**config.mk**
```make
export PLATFORM = sky130hd
export DESIGN_NAME = sar_device_flat
export DESIGN_NICKNAME = d
export VERILOG_FILES = /design/src/rtl/sar_pkg.sv /design/src/rtl/sar_link_if.sv /design/src/rtl/sar_step.sv /design/src/rtl/sar_device.sv /design/src/flat_wrapper.sv
export SDC_FILE = /design/constraint.sdc
export NUM_CORES = 1
export LEC_CHECK = 0
export ABC_AREA = 0
export BUFFER_PORTS_ARGS = -buffer_cell sky130_fd_sc_hd__buf_2
export CELL_PAD_IN_SITES_DETAIL_PLACEMENT = 0
export CELL_PAD_IN_SITES_GLOBAL_PLACEMENT = 1
export CORE_UTILIZATION = 47
export CTS_CLUSTER_SIZE = 40
export DETAILED_ROUTE_END_ITERATION = 6
export HOLD_SLACK_MARGIN = 0.15
export PLACE_DENSITY_LB_ADDON = 0.08
export SYNTH_ARGS = -nofsm -noshare
export SYNTH_HDL_FRONTEND = slang
export SYNTH_SLANG_ARGS = --single-unit
```
**constraint.sdc**
```tcl
create_clock -name clk_sys_in -period 6.48 [get_ports clk_sys_in]
set_clock_uncertainty 0.15 [all_clocks]
set_input_delay 1.296 -clock clk_sys_in [delete_from_list [all_inputs] [get_ports clk_sys_in]]
set_output_delay 1.296 -clock clk_sys_in [all_outputs]
set_load 0.005 [all_outputs]
```
**src/rtl/sar_pkg.sv**
```systemverilog
// Constants and types shared by both ends of the converter link.
package sar_pkg;
  localparam int DATA_W = 16;
  localparam int CLK_NS = 20;
  localparam int CONV_TYP_NS = 3300;
  localparam int CONV_MAX_NS = 3800;
  localparam int ACQ_NS = 480;
  localparam int NAP_WAKE_NS = 200;
  localparam int SLEEP_WAKE_NS = 160000000;
  localparam int START_LOW_NS = 250;
  localparam int CONV_CYC = CONV_TYP_NS / CLK_NS;
  localparam int ACQ_CYC = (ACQ_NS + CLK_NS - 1) / CLK_NS;
  localparam int NAP_WAKE_CYC = (NAP_WAKE_NS + CLK_NS - 1) / CLK_NS;
  localparam int SLEEP_WAKE_CYC = (SLEEP_WAKE_NS + CLK_NS - 1) / CLK_NS;
  localparam int START_LOW_CYC = START_LOW_NS / CLK_NS;
  localparam int CNT_W = 24;
  localparam int BIT_W = 5;
  localparam logic [BIT_W-1:0] LSB_IDX = 5'h00;
  localparam logic [BIT_W-1:0] MSB_IDX = 5'h0f;
  typedef enum logic [1:0] {
    PWR_ACTIVE = 2'b00,
    PWR_NAP = 2'b01,
    PWR_SLEEP = 2'b11
  } power_t;
  typedef enum logic [1:0] {
    HS_IDLE = 2'b00,
    HS_LOW = 2'b01,
    HS_WAIT = 2'b11,
    HS_ACQ = 2'b10
  } host_state_t;
endpackage

```
**src/rtl/sar_link_if.sv**
```systemverilog
// Pin-level link between the converter and its host.
`timescale 1ns/1ps
interface sar_link_if;
  import sar_pkg::*;
  logic select_n;
  logic conversion_start_n;
  logic read_n;
  logic power_down_n;
  logic busy_n;
  logic [DATA_W-1:0] data_o;
  logic data_oe;
  modport device (input select_n, conversion_start_n, read_n, power_down_n,
    output busy_n, data_o, data_oe);
  modport host (output select_n, conversion_start_n, read_n, power_down_n,
    input busy_n, data_o, data_oe);
endinterface // sar_link_if

```
**src/rtl/sar_step.sv**
```systemverilog
// One successive-approximation step engine and its cycle pacing.
`timescale 1ns/1ps
module sar_step #(
  parameter int STEP_CYC = 12
) (
  input wire logic clk_sys_in,
  input wire logic rstn_in,
  input wire logic clear_in,
  input wire logic run_in,
  input wire logic signed [sar_pkg::DATA_W-1:0] sample_in,
  output logic [sar_pkg::DATA_W-1:0] word_out,
  output logic done_out
);
  import sar_pkg::*;
  typedef struct packed {
    logic [DATA_W-1:0] sar;
    logic [BIT_W-1:0] idx;
    logic [7:0] pace;
    logic done;
  } step_t;
  step_t s_q, s_d;
  logic [DATA_W-1:0] trial;
  always_comb begin
    s_d = s_q;
    s_d.done = 1'b0;
    trial = s_q.sar | (16'h0001 << s_q.idx);
    if (clear_in) begin
      s_d.sar = '0;
      s_d.idx = MSB_IDX;
      s_d.pace = '0;
    end else if (run_in) begin
      if (s_q.pace == 8'(STEP_CYC - 1)) begin
        s_d.pace = '0;
        // Decisions run on the offset-binary form of the sample.
        if (trial <= (sample_in ^ 16'h8000)) begin
          s_d.sar = trial;
        end
        if (s_q.idx == LSB_IDX) begin
          s_d.done = 1'b1;
        end else begin
          s_d.idx = s_q.idx - 5'h01;
        end
      end else begin
        s_d.pace = s_q.pace + 8'h01;
      end
    end
  end
  always_ff @(posedge clk_sys_in) begin
    if (!rstn_in) begin
      s_q <= '0;
    end else begin
      s_q <= s_d;
    end
  end
  // Flipping the sign bit turns offset binary into two's complement.
  assign word_out = s_q.sar ^ 16'h8000;
  assign done_out = s_q.done;
endmodule // sar_step

```
**src/rtl/sar_device.sv**
```systemverilog
// Converter end: start detect, conversion sequencing, output latches, power modes.
`timescale 1ns/1ps
module sar_device #(
  parameter int NAP_CYC = sar_pkg::NAP_WAKE_CYC
) (
  input wire logic clk_sys_in,
  input wire logic rstn_in,
  sar_link_if.device link,
  input wire logic signed [sar_pkg::DATA_W-1:0] sample_in,
  output sar_pkg::power_t power_out,
  output logic ready_out
);
  import sar_pkg::*;
  typedef struct packed {
    logic start_prev;
    logic busy;
    logic [DATA_W-1:0] latch;
    logic [7:0] wake;
    power_t pwr;
  } dev_t;
  dev_t d_q, d_d;
  logic start_fall, clear, done;
  logic [DATA_W-1:0] word;
  sar_step #(.STEP_CYC(CONV_CYC / DATA_W)) u_step (
    .clk_sys_in(clk_sys_in),
    .rstn_in(rstn_in),
    .clear_in(clear),
    .run_in(d_q.busy),
    .sample_in(sample_in),
    .word_out(word),
    .done_out(done)
  );
  always_comb begin
    d_d = d_q;
    start_fall = d_q.start_prev && !link.conversion_start_n;
    clear = 1'b0;
    d_d.start_prev = link.conversion_start_n;
    if (!link.power_down_n) begin
      d_d.pwr = link.select_n ? PWR_SLEEP : PWR_NAP;
      d_d.wake = '0;
    end else if (d_q.pwr != PWR_ACTIVE) begin
      if (d_q.pwr == PWR_NAP && d_q.wake != 8'(NAP_CYC - 1)) begin
        d_d.wake = d_q.wake + 8'h01;
      end else begin
        d_d.pwr = PWR_ACTIVE;
      end
    end
    if (d_q.busy) begin
      if (done) begin
        d_d.busy = 1'b0;
        if (link.power_down_n) begin
          d_d.latch = word;
        end
      end
    end else if (start_fall && !link.select_n && link.power_down_n
        && d_q.pwr == PWR_ACTIVE) begin
      d_d.busy = 1'b1;
      clear = 1'b1;
    end
  end
  always_ff @(posedge clk_sys_in) begin
    if (!rstn_in) begin
      d_q <= '{start_prev: 1'b1, busy: 1'b0, latch: '0, wake: '0, pwr: PWR_ACTIVE};
    end else begin
      d_q <= d_d;
    end
  end
  assign link.busy_n = !d_q.busy;
  assign link.data_o = d_q.latch;
  assign link.data_oe = !link.read_n && !link.select_n;
  assign power_out = d_q.pwr;
  assign ready_out = d_q.pwr == PWR_ACTIVE && !d_q.busy;
endmodule // sar_device

```
**src/flat_wrapper.sv**
```systemverilog
// flat-port wrapper written by rule: the top's interface ports become plain ports
module sar_device_flat import sar_pkg::*;
#(
  parameter int NAP_CYC = sar_pkg::NAP_WAKE_CYC
)
  (clk_sys_in, rstn_in, sample_in, power_out, ready_out, link_select_n, link_conversion_start_n, link_read_n, link_power_down_n, link_busy_n, link_data_o, link_data_oe);
  sar_link_if link_i ();
  input wire logic clk_sys_in;
  input wire logic rstn_in;
  input wire logic signed [sar_pkg::DATA_W-1:0] sample_in;
  output sar_pkg::power_t power_out;
  output logic ready_out;
  input wire logic [$bits(link_i.select_n)-1:0] link_select_n;
  input wire logic [$bits(link_i.conversion_start_n)-1:0] link_conversion_start_n;
  input wire logic [$bits(link_i.read_n)-1:0] link_read_n;
  input wire logic [$bits(link_i.power_down_n)-1:0] link_power_down_n;
  output wire logic [$bits(link_i.busy_n)-1:0] link_busy_n;
  output wire logic [$bits(link_i.data_o)-1:0] link_data_o;
  output wire logic [$bits(link_i.data_oe)-1:0] link_data_oe;
  assign link_i.select_n = link_select_n;
  assign link_i.conversion_start_n = link_conversion_start_n;
  assign link_i.read_n = link_read_n;
  assign link_i.power_down_n = link_power_down_n;
  assign link_busy_n = link_i.busy_n;
  assign link_data_o = link_i.data_o;
  assign link_data_oe = link_i.data_oe;
  sar_device #(.NAP_CYC(NAP_CYC)) u_core (.clk_sys_in(clk_sys_in), .rstn_in(rstn_in), .link(link_i), .sample_in(sample_in), .power_out(power_out), .ready_out(ready_out));
endmodule
```
# Yosys cells after proc, flatten, opt, wreduce, memory -nomap -nowiden
# Cells that the tools add are included.
# word_totals
reg_bits	58
output_inout_bits	21
elab_cells	69
# classes
n_addsub	3
magnitude_cmp	1
n_eq_ne	6
shift	1
n_mux	16
n_bitwise	7
reduce_logical	25
# op_table
op	n
$mux W17	1
$add A8 B1 Y8 const B	2
$le A16 B16 Y1	1
$mux W16	1
$or A16 B16 Y16	1
$shl A1 B5 Y16 const A	1
$mux W13	1
$mux W12	1
$reduce_and A3 Y1	4
$eq A8 B4 Y1 const B	1
$mux W2	4
$mux W4	2
$mux W8	1
$ne A8 B4 Y1 const B	1
$logic_and A1 B1 Y1	7
$not A1 Y1	6
$reduce_and A2 Y1	3
$reduce_bool A2 Y1	3
$logic_not A5 Y1	1
$mux W1	5
$sub A5 B1 Y5 const B	1
$logic_not A1 Y1	4
$ne A2 B1 Y1 const B	2
$reduce_or A4 Y1	1
4 further kinds	4

# Depth between registers and ports, before layout
# Gate-level depths: netlist of the first run.
# logic_depth
ltp_word	9
depth_mapped	11

# Modules after synthesis
# Synthesis of the first run repeated with hierarchy kept, for this count alone.
# unflattened
cells_unflattened	401
area_unflattened_um2	3410.8
# by_module_without_submodules
mod	instances	cells_per_inst	area_per_inst_um2
sar_step	1	249	2100.8
sar_device	1	152	1310.0

# Worst setup path before layout of the first run
# OpenSTA, ideal clock, no wires.
# synth_path
path_kind	input to register
startpoint	input sample_in[13] in the netlist's numbering
endpoint	register u_core.u_step.s_q (netlist bit u_core.u_step.word_out[10])
t_arrival_ps	2664
t_required_ps	6264
slack_ps	3600
cell_stages	8
path_buffers	1
path_cell_list	inv_1 -> ha_1 -> nand4_1 -> nor4_2 -> nor2b_4 -> buf_2 -> nor2_1 -> a21oi_2
# synth_between
elab_chain_len	2
# synth_rtl
item	line_no	rtl
start, declared	flat_wrapper.sv:10	input wire logic signed [sar_pkg::DATA_W-1:0] sample_in;
$le A16 B16 Y1	sar_step.sv:35	if (trial <= (sample_in ^ 16'h8000)) begin
$reduce_and A3 Y1 (no line)	-	
end signal, assigned	sar_step.sv:50	s_q <= '0;
end signal, assigned	sar_step.sv:52	s_q <= s_d;
end, declared	sar_step.sv:21	step_t s_q, s_d;
# Every way passes these cells.
# A chain may end at the register's enable or synchronous reset.

# Final worst setup path of the first run
# layout_path
startpoint	input link_select_n
endpoint	output link_data_oe
# layout_between
elab_chain_len	2
# layout_rtl
item	line_no	rtl
start, declared	flat_wrapper.sv:13	input wire logic [$bits(link_i.select_n)-1:0] link_select_n;
$logic_not A1 Y1	sar_device.sv:70	assign link.data_oe = !link.read_n && !link.select_n;
$logic_and A1 B1 Y1	sar_device.sv:70	
end, declared	flat_wrapper.sv:19	output wire logic [$bits(link_i.data_oe)-1:0] link_data_oe;
# Every way passes these cells.

==> results of run 1 <==
-- stage by stage --
stage	util (%)	power, mW	hold WS [ps]
5_1_grt	53.6	0.742	335
3_5_place_dp	50.9	0.420	306
3_3_place_gp	50.9	0.419	300
6_report	53.6	0.714	310
4_1_cts	53.6	0.722	315
2_1_floorplan	-	0.404	294
-- area by class of cell --
class                   instances  area (sq um)
fillers                       651          2980
multi-input cells             252          1710
flip-flops and latches         58          1160
repair buffers                 42           210
clock buffers                  12           165
well taps                      77          96.3
inverters                      25          93.8
clock inverters                 2          12.5
-- placed cells by master, fill, tap and decap left out, types with 2 or more instances in the layout --
cell type and n:
dfxtp_1 58, nand4_1 6, nor4b_1 2, nor2_1 39, nor4_2 3, nor3_1 3
a21o_1 12, clkbuf_8 12, ha_1 25, nand3_1 20, nand3_2 2, a21boi_0 15
a21boi_1 4, a21oi_2 11, xnor2_1 8, a211oi_1 5, and3_1 5, inv_1 25
o21ai_0 5, nor3b_1 2, and2_1 2, buf_2 42, a21oi_1 15, nand2_1 42
xor2_1 10
-- sequential cells by signal (all words and copies together), names as in the netlist --
| register | count |
|---|---|
| u_core.link.data_o | 16 |
| u_core.u_step.word_out | 15 |
| u_core.u_step.s_q | 14 |
| u_core.d_q | 10 |
| u_core.power_out | 2 |
| u_core.u_step.done_out | 1 |
-- path summary, 6_finish.rpt --
| path | startpoint | endpoint | cells after the start |
|---|---|---|---|
| worst min-delay path | u_core.link.data_o[13] | u_core.link.data_o[13] | 2 |
| worst max-delay path | link_select_n | link_data_oe | 3 |
| worst min register to register | u_core.link.data_o[13] | u_core.link.data_o[13] | 2 |
| worst max register to register | u_core.u_step.s_q[12] | u_core.u_step.word_out[12] | 8 |
-- report_power, final --
part | internal [mW] | switching [mW]
Clock | 0.165 | 0.137
Sequential | 0.360 | 0.00463
Combinational | 0.0210 | 0.0266
-- critical path: stages --
cell and delay [ps]:
buf_2 110, nor2_1 80, buf_2 110
-- metal layers --
metal / vias up / share of wire [%] / global-route usage, %
li1: 1267 / - / -
met1: 1128 / 52 / 27.3
met2: 59 / 43 / 29.7
met3: 7 / 3.5 / 5.74
met4: 0 / 0.92 / 5.33
met5: - / 0 / 0
-- cells by family (layout without fill, tap and decap cells) --
group,after synthesis,count (layout)
xor gates and xnor gates,18,18
DFF,58,58
and+or+nand+nor,136,136
AOI/OAI and AO/OA,73,73
adders and majority gates,25,25
buffers and inverters,55,81
-- cells in the mapped netlist --
library cell / number
dfxtp_1: 58
nand2_1: 42
nor2_1: 39
ha_1: 25
inv_1: 25
nand3_1: 20
buf_4: 19
a21boi_0: 15
a21oi_1: 15
a21o_1: 12
a21oi_2: 11
xor2_1: 10
xnor2_1: 8
clkbuf_1: 7
nand4_1: 6
a211oi_1: 5
and3_1: 5
o21ai_0: 5
a21boi_1: 4
buf_2: 3
nor3_1: 3
nor4_2: 3
and2_1: 2
nand3_2: 2
nor3b_1: 2
nor4b_1: 2
a2111o_1: 1
a2111oi_0: 1
a211oi_2: 1
a311oi_2: 1
and3b_1: 1
and3b_2: 1
and4_1: 1
and4bb_1: 1
buf_6: 1
nand2_4: 1
nand2b_1: 1
nor2b_1: 1
nor2b_4: 1
nor4b_4: 1
o211ai_1: 1
o21a_1: 1
or4b_4: 1
==> summary.txt, run 1 <==
status = finished, violations left
failing checks = DRC
antenna-violating nets left = 0
Synth Area in Adders = 9.91%
CTS clk-pin slew, worst paths = 60 ps
post-CTS setup buffers = 0
Hold Buf Count CTS = 0
Worst slew margin = 55.0%
Layout Nets = 435
layout cell share with drive strength beyond 1 = 20.2%
Post-Synth Simple-Gate Area = 22.4%
Fin. Hold Viols = 0
DR iter-0 viols = 79
root buffer cell = clkbuf_8
Worst Hold Class = flop to flop
total CTS buffers = 9
area leader, netlist = dfxtp_1
Max-cap violations = 0
post-CTS resize count = 0
Post-Synth XOR/XNOR Area = 5.00%
via count = 2,461
Remaining DRCs = 8
die area = 0.00705 sq mm
wire length of the first global-routing pass = 10,900 microns
synth unique cells = 43
routability cong. = 0.764
worst-path fanout max = 3
Clock Path Buffers = 2
pre-CTS WS = 3270 ps
Placed Area = 0.00327 sq mm
GRT Util Overall = 19.7%
num rows = 29
top cells by area, synth = dfxtp_1, ha_1, nand2_1, nor2_1, buf_4
Worst IR Drop VDD = 0.0984 mV
fin crit period = 3040 ps
initial antenna violation count = 0
CTS tree = done
IO Pins = 43
pwr/cell area = 207 mW/mm^2
core area = 0.00642 sq mm
R2R setup slack = 3500 ps
placed instance count = 454
Static Leak = 1.54 nW
Final WS setup = 3440 ps
Layout area overhead = 9.16%
Initial Util = 49.1%
Via density = 5.26
HPWL after DPL = 4850 microns
Design Area, Final = 0.00344 sq mm
register area share after synthesis = 36.8%
RSZ-0062 raised after global routing = false
grt ovf = 0
Non-Filler Instances = 468
Synth Instances = 365
setup violators final = 0
largest family of logic cells by synthesized area = simple AND/OR/NAND/NOR gates
largest net degree at the start of global routing = 40
Seq cells post-synth = 58
Worst setup EP type = output pin
die width = 83.9 microns
Req. time, crit path = 5030 ps
vias in the first global route = 2,250
kind of critical path = input pin to output pin
Mean Syn Cell Area = 8.65 sq um
Fmax = 329 MHz
fin crit share = 47.0%
Ys Warns = 0
Initial DRT Pass Iterations = 6
H-tree Lvls = 3
Clock Latency Late Sink = 330 ps
Critical Path AT = 1600 ps
Syn Nets = 412
area share of the largest cell type after synthesis = 36.8%
TNS Setup = 0 ps
Antenna Cells = 0
routed wire length = 6560 microns
Synth Area in Compound Gates = 16.8%
Slew @ Worst Pin = 673 ps
Port Buffers = 42
DR WL/cell = 14.0 microns
Synth Cell Area = 0.00316 sq mm
CP Launch Type = input pin
fin. max-slew vios = 0
die span in y = 83.9 microns
mux cell area share after synthesis = 0%
CTS Sinks = 58
Power figures use the tool's default switching activity.
==> run 2, diff against run 1 <==
--- a/config.mk
+++ b/config.mk
@@ -9,7 +9,7 @@
 export BUFFER_PORTS_ARGS = -buffer_cell sky130_fd_sc_hd__buf_2
 export CELL_PAD_IN_SITES_DETAIL_PLACEMENT = 0
 export CELL_PAD_IN_SITES_GLOBAL_PLACEMENT = 1
-export CORE_UTILIZATION = 47
+export CORE_UTILIZATION = 43
 export CTS_CLUSTER_SIZE = 40
 export DETAILED_ROUTE_END_ITERATION = 6
 export HOLD_SLACK_MARGIN = 0.15
==> constraint.sdc (replaced) <==
create_clock -name clk_sys_in -period 3 [get_ports clk_sys_in]
set_clock_uncertainty 0.15 [all_clocks]
set_input_delay 0.6 -clock clk_sys_in [delete_from_list [all_inputs] [get_ports clk_sys_in]]
set_output_delay 0.6 -clock clk_sys_in [all_outputs]
set_load 0.005 [all_outputs]
==> run 2 against run 1 <==
Against the previous run:
- the flow now finishes without violations
- via count down 0.24%
- worst hold slack about the same
- final cell count up 6.0%
- register-to-register slack worse by 3200 ps
- combinational power up 130%
- clock-buffer cell count down 2
- largest cell class unchanged
==> summary.txt, run 2 (synthesis results as in run 1) <==
status = complete, no violations
Req. time, crit path = 3120 ps (-1910 ps)
via count = 2,455 (-0.24%)
Met2 Wirelength = 2790 microns (-1.8%)
fin. max-slew vios = 0 (unchanged)
worst reg2reg path depth = 9 (+1)
core area = 0.00694 sq mm (+8.1%)
Static Leak = 1.59 nW (+3.2%)
pwr/cell area = 449 mW/mm^2 (+120%)
routed wire length = 6680 microns (+1.9%)
RSZ-0062 raised after global routing = false
total CTS buffers = 9 (unchanged)
Final Util = 51.3% (-2.4 points)
r2r startpoint = u_core.u_step.s_q[12]
Max-cap violations = 0 (unchanged)
root buffer cell = clkbuf_8
num rows = 30 (+3.4%)
routability cong. = 0.826 (+8.0%)
Port Buffers = 42 (unchanged)
Non-Filler Instances = 496 (+6.0%)
HPWL after DPL = 5090 microns (+5.0%)
Design Area, Final = 0.00356 sq mm (+3.4%)
antenna-violating nets left = 0 (unchanged)
initial antenna violation count = 0 (unchanged)
Layout Nets = 443 (+1.8%)
met3 WL = 273 microns (+20%)
wire length of the first global-routing pass = 11,200 microns (+1.9%)
Fin. Hold Viols = 0 (unchanged)
die area = 0.00769 sq mm (+9.1%)
hold path start = u_core.link.data_o[0]
Min-Delay Path Depth = 2 (unchanged)
max reg flops = 16 (unchanged)
TNS Setup = 0 ps (unchanged)
most common cell after layout, fill and taps aside = dfxtp_1
Antenna Cells = 0 (unchanged)
vias in the first global route = 2,303 (+2.4%)
fin crit period = 2740 ps
fin crit share = 91.3%
largest net degree at the start of global routing = 23 (-43%)
crit path launch = u_core.u_step.s_q[12]
met1 WL = 3560 microns (+3.9%)
most used cell along the critical path = a21oi_1
Worst setup EP type = flop
Fmax = 365 MHz
GRT Util Overall = 19.3% (-0.39 points)
IO Pins = 43 (unchanged)
Critical Path AT = 2860 ps (+1260 ps)
Top Metal Used = met4
Worst IR Drop VDD = 0.256 mV (+160%)
CTS Sinks = 58 (unchanged)
Clock Latency Late Sink = 330 ps (about the same)
Clock Path Buffers = 2 (unchanged)
Initial Util = 45.4% (-3.7 points)
most frequent cells in the layout = dfxtp_1, nand2_1, buf_2, nor2_1
slowest stage cell, crit path = dfxtp_1
Remaining DRCs = 0 (-8)
Final WS setup = 262 ps (-3170 ps)
placed instance count = 480 (+5.7%)
DR WL/cell = 13.5 microns (-3.9%)
die width = 87.7 microns (+4.4%)
pre-CTS WS = 171 ps (-3100 ps)
Slew @ Worst Pin = 500 ps (-174 ps)
CP Launch Type = flop
Worst slew margin = 66.7% (+12 points)
CTS clk-pin slew, worst paths = 70 ps (about the same)
Placed Area = 0.00334 sq mm (+2.3%)
CTS tree = done
die span in y = 87.7 microns (+4.4%)
worst-path fanout max = 9 (+6)
Initial DRT Pass Iterations = 4 (-2)
Worst Hold Class = flop to flop
Via density = 4.95 (-5.9%)
critical path's largest stage delay = 460 ps (+350 ps)
Layout area overhead = 12.8%
grt ovf = 0 (unchanged)
H-tree Lvls = 3 (unchanged)
setup violators final = 0 (unchanged)
DR iter-0 viols = 113 (+43%)
layout cell share with drive strength beyond 1 = 22.3% (+2.0 points)
kind of critical path = flop to flop
critical path cell sequence = nor3b_2 -> a21o_1 -> ha_1 -> a21oi_1 -> o21ai_0 -> a211oi_2 -> nand3_2 -> buf_4 -> a21oi_1
## run 2: worst paths after layout
path | end | slack (ps)
min reg2reg | u_core.link.data_o[0] | 310
max reg2reg | u_core.u_step.s_q[29] | 260
min | u_core.link.data_o[0] | 310
max | u_core.u_step.s_q[29] | 260
## run 2: repair_timing
item	CTS	global route
endpoints found under the hold margin	0	0
hold buffers	0	0
buffers inserted	0	1
setup endpoints to repair	0	12
gates resized for setup	0	1
## run 2: worst max-delay path: cells and delay by family (launching register included)
kind	cells	cell delay [ps]
AOI/OAI and AO/OA	5	970
adders and majority gates	1	270
buffers and inverters	1	250
DFF	1	460
and+or+nand+nor	2	560
## run 2: stage by stage
step | hold WS [ps] | power [mW]
CTS | 311 | 1.62
global route | 321 | 1.68
detailed placement | 305 | 0.914
global placement | 299 | 0.914
floorplan | 294 | 0.873
finish | 310 | 1.60
## run 2: cell type report
class | count | area [sq um]
tap | 96 | 120
clock buffer | 10 | 138
multi-input combinational | 252 | 1710
sequential | 58 | 1160
clock inverter | 5 | 55.1
timing repair buffer | 50 | 283
fill | 672 | 3380
inverter | 25 | 93.8
## run 2: routing by layer
| metal | GRT usage, % | vias up |
|---|---|---|
| met3 | 6.50 | 4 |
| met1 | 26.9 | 1109 |
| met2 | 28.2 | 54 |
| li1 | - | 1288 |
| met5 | 0 | - |
| met4 | 5.51 | 0 |
## run 2: where the power goes
group | internal [mW] | switching [mW] | leakage [nW] | total (mW)
clock | 0.398 | 0.305 | 0.0941 | 0.703
combinational | 0.0491 | 0.0616 | 1.03 | 0.111
sequential | 0.777 | 0.00870 | 0.468 | 0.786
==> run 3, diff against run 2 <==
--- a/config.mk
+++ b/config.mk
@@ -10,8 +10,9 @@
 export CELL_PAD_IN_SITES_DETAIL_PLACEMENT = 0
 export CELL_PAD_IN_SITES_GLOBAL_PLACEMENT = 1
 export CORE_UTILIZATION = 43
-export CTS_CLUSTER_SIZE = 40
+export CTS_CLUSTER_SIZE = 25
 export DETAILED_ROUTE_END_ITERATION = 6
+export GPL_TIMING_DRIVEN = 0
 export HOLD_SLACK_MARGIN = 0.15
 export PLACE_DENSITY_LB_ADDON = 0.08
 export SYNTH_ARGS = -nofsm -noshare
==> run 3 against run 2 <==
Against the previous run:
- utilization is 1.5 points higher
- cell area increased by 3.0%
- wire length about the same
- register-to-register slack got worse by 40 ps
- setup slack lost 43 ps
- total power is 6.1% lower
==> summary.txt, run 3 (synthesis results as in run 1) <==
pwr/cell area = 409 mW/mm^2 (-8.9%)
HPWL after DPL = 5110 microns (+0.40%)
Fillers = 699 (+4.0%)
die area = 0.00769 sq mm (unchanged)
slowest stage cell, crit path = dfxtp_1
vias in the first global route = 2,346 (+1.9%)
CTS Sinks = 58 (unchanged)
Antenna Cells = 0 (unchanged)
die width = 87.7 microns (unchanged)
status = complete, no violations
initial antenna violation count = 0 (unchanged)
IO Pins = 43 (unchanged)
CTS tree = done
Clock Latency Late Sink = 330 ps (about the same)
fin. max-slew vios = 0 (unchanged)
setup violators final = 0 (unchanged)
Initial Util = 45.4% (unchanged)
Fin. Hold Viols = 0 (unchanged)
fin crit period = 2780 ps (+43.2 ps)
fin crit share = 92.7% (+1.4 points)
routed wire length = 6680 microns (about the same)
antenna-violating nets left = 0 (unchanged)
grt ovf = 0 (unchanged)
die span in y = 87.7 microns (unchanged)
Slew @ Worst Pin = 576 ps (+76.0 ps)
Clock Path Buffers = 2 (unchanged)
DR WL/cell = 12.9 microns (-4.5%)
total CTS buffers = 9 (unchanged)
CTS clk-pin slew, worst paths = 70 ps (about the same)
worst-path fanout max = 10 (+1)
Remaining DRCs = 0 (unchanged)
root buffer cell = clkbuf_8
Port Buffers = 42 (unchanged)
routability cong. = 0.821 (-0.64%)
critical path cell sequence = inv_1 -> ha_1 -> a21oi_1 -> inv_1 -> ha_1 -> nand4_1 -> nor4_2 -> nor2b_4 -> clkbuf_4 -> nor2_1 -> a21oi_2
Worst setup EP type = flop
num rows = 30 (unchanged)
Critical Path AT = 2900 ps (+40 ps)
Layout Nets = 467 (+5.4%)
Worst slew margin = 61.5% (-5.1 points)
most common cell after layout, fill and taps aside = dfxtp_1
DR iter-0 viols = 85 (-25%)
max reg flops = 16 (unchanged)
Buf/Inv on CP = 3 (+2)
TNS Setup = 0 ps (unchanged)
Worst IR Drop VDD = 0.219 mV (-14%)
Final Util = 52.8% (+1.5 points)
layout cell share with drive strength beyond 1 = 24.6% (+2.3 points)
largest net degree at the start of global routing = 11 (-52%)
Via density = 4.82 (-2.7%)
kind of critical path = flop to flop
Initial DRT Pass Iterations = 4 (unchanged)
critical path's largest stage delay = 390 ps (-70 ps)
via count = 2,499 (+1.8%)
Req. time, crit path = 3120 ps (about the same)
Static Leak = 1.68 nW (+5.7%)
Fmax = 360 MHz (-1.6%)
most frequent cells in the layout = dfxtp_1, buf_2, nand2_1, nor2_1
RSZ-0062 raised after global routing = false
Max-cap violations = 0 (unchanged)
Layout area overhead = 16.2%
H-tree Lvls = 3 (unchanged)
wire length of the first global-routing pass = 11,400 microns (+1.8%)
Worst Hold Class = flop to flop
GRT Util Overall = 19.5% (+0.27 points)
CP Launch Type = flop
Largest delay share family, worst path = simple AND/OR/NAND/NOR gates
core area = 0.00694 sq mm (unchanged)
[run 3: repair_timing]
action,CTS,global route
hold buffers,0,0
resized for setup,0,2
endpoints found under the setup margin,0,10
setup buffers,0,2
[run 3: worst register-to-register path, stage by stage (launching register included)]
cell and delay [ps]:
dfxtp_1 390, inv_1 120, ha_1 290, a21oi_1 200
inv_1 60, ha_1 270, nand4_1 180, nor4_2 360
nor2b_4 270, clkbuf_4 230, nor2_1 70, a21oi_2 120
[run 3: stage by stage]
| stage | total power [mW] | area, sq um | cells | hold slack [ps] | worst slack (ps) |
|---|---|---|---|---|---|
| floorplan | 0.873 | 3160 | 365 | 294 | 538 |
| global placement | 0.912 | 3490 | 503 | 304 | 121 |
| detailed placement | 0.914 | 3490 | 503 | 310 | 121 |
| CTS | 1.52 | 3640 | 517 | 313 | 93.6 |
| global route | 1.56 | 3670 | 519 | 327 | 45.7 |
| finish | 1.50 | 3670 | 519 | 312 | 219 |
[run 3: layout make-up]
cell class,count,area [sq um],share of cell area (%)
Inverter,25,93.8,2.56
Clock inverter,3,17.5,0.478
Timing Repair Buffer,44,225,6.14
Buffer,30,198,5.39
Clock buffer,11,141,3.86
Tap cell,96,120,3.28
Multi-Input combinational cell,252,1710,46.6
Sequential cell,58,1160,31.7
[run 3: metal layers]
layer  GRT usage (%)  vias to the layer above  routed length, microns
met4            6.41                        0                      55
li1                -                     1337                       -
met2            30.3                       54                    2870
met5               0                        -                       0
met3            5.18                        6                     252
met1            26.5                     1102                    3500
[run 3: where the power goes]
group          switching, mW  internal, mW
Clock                  0.295         0.310
Sequential           0.00730         0.777
Combinational         0.0629        0.0492
Total                  0.365          1.14
[run 3: final timing paths]
kind,start,to,slack [ps],cells after the start
setup / recovery,u_core.u_step.s_q[9],u_core.u_step.word_out[10],220,11
hold / removal,u_core.link.data_o[8],u_core.link.data_o[8],310,2
setup reg to reg,u_core.u_step.s_q[9],u_core.u_step.word_out[10],220,11
hold reg to reg,u_core.link.data_o[8],u_core.link.data_o[8],310,2
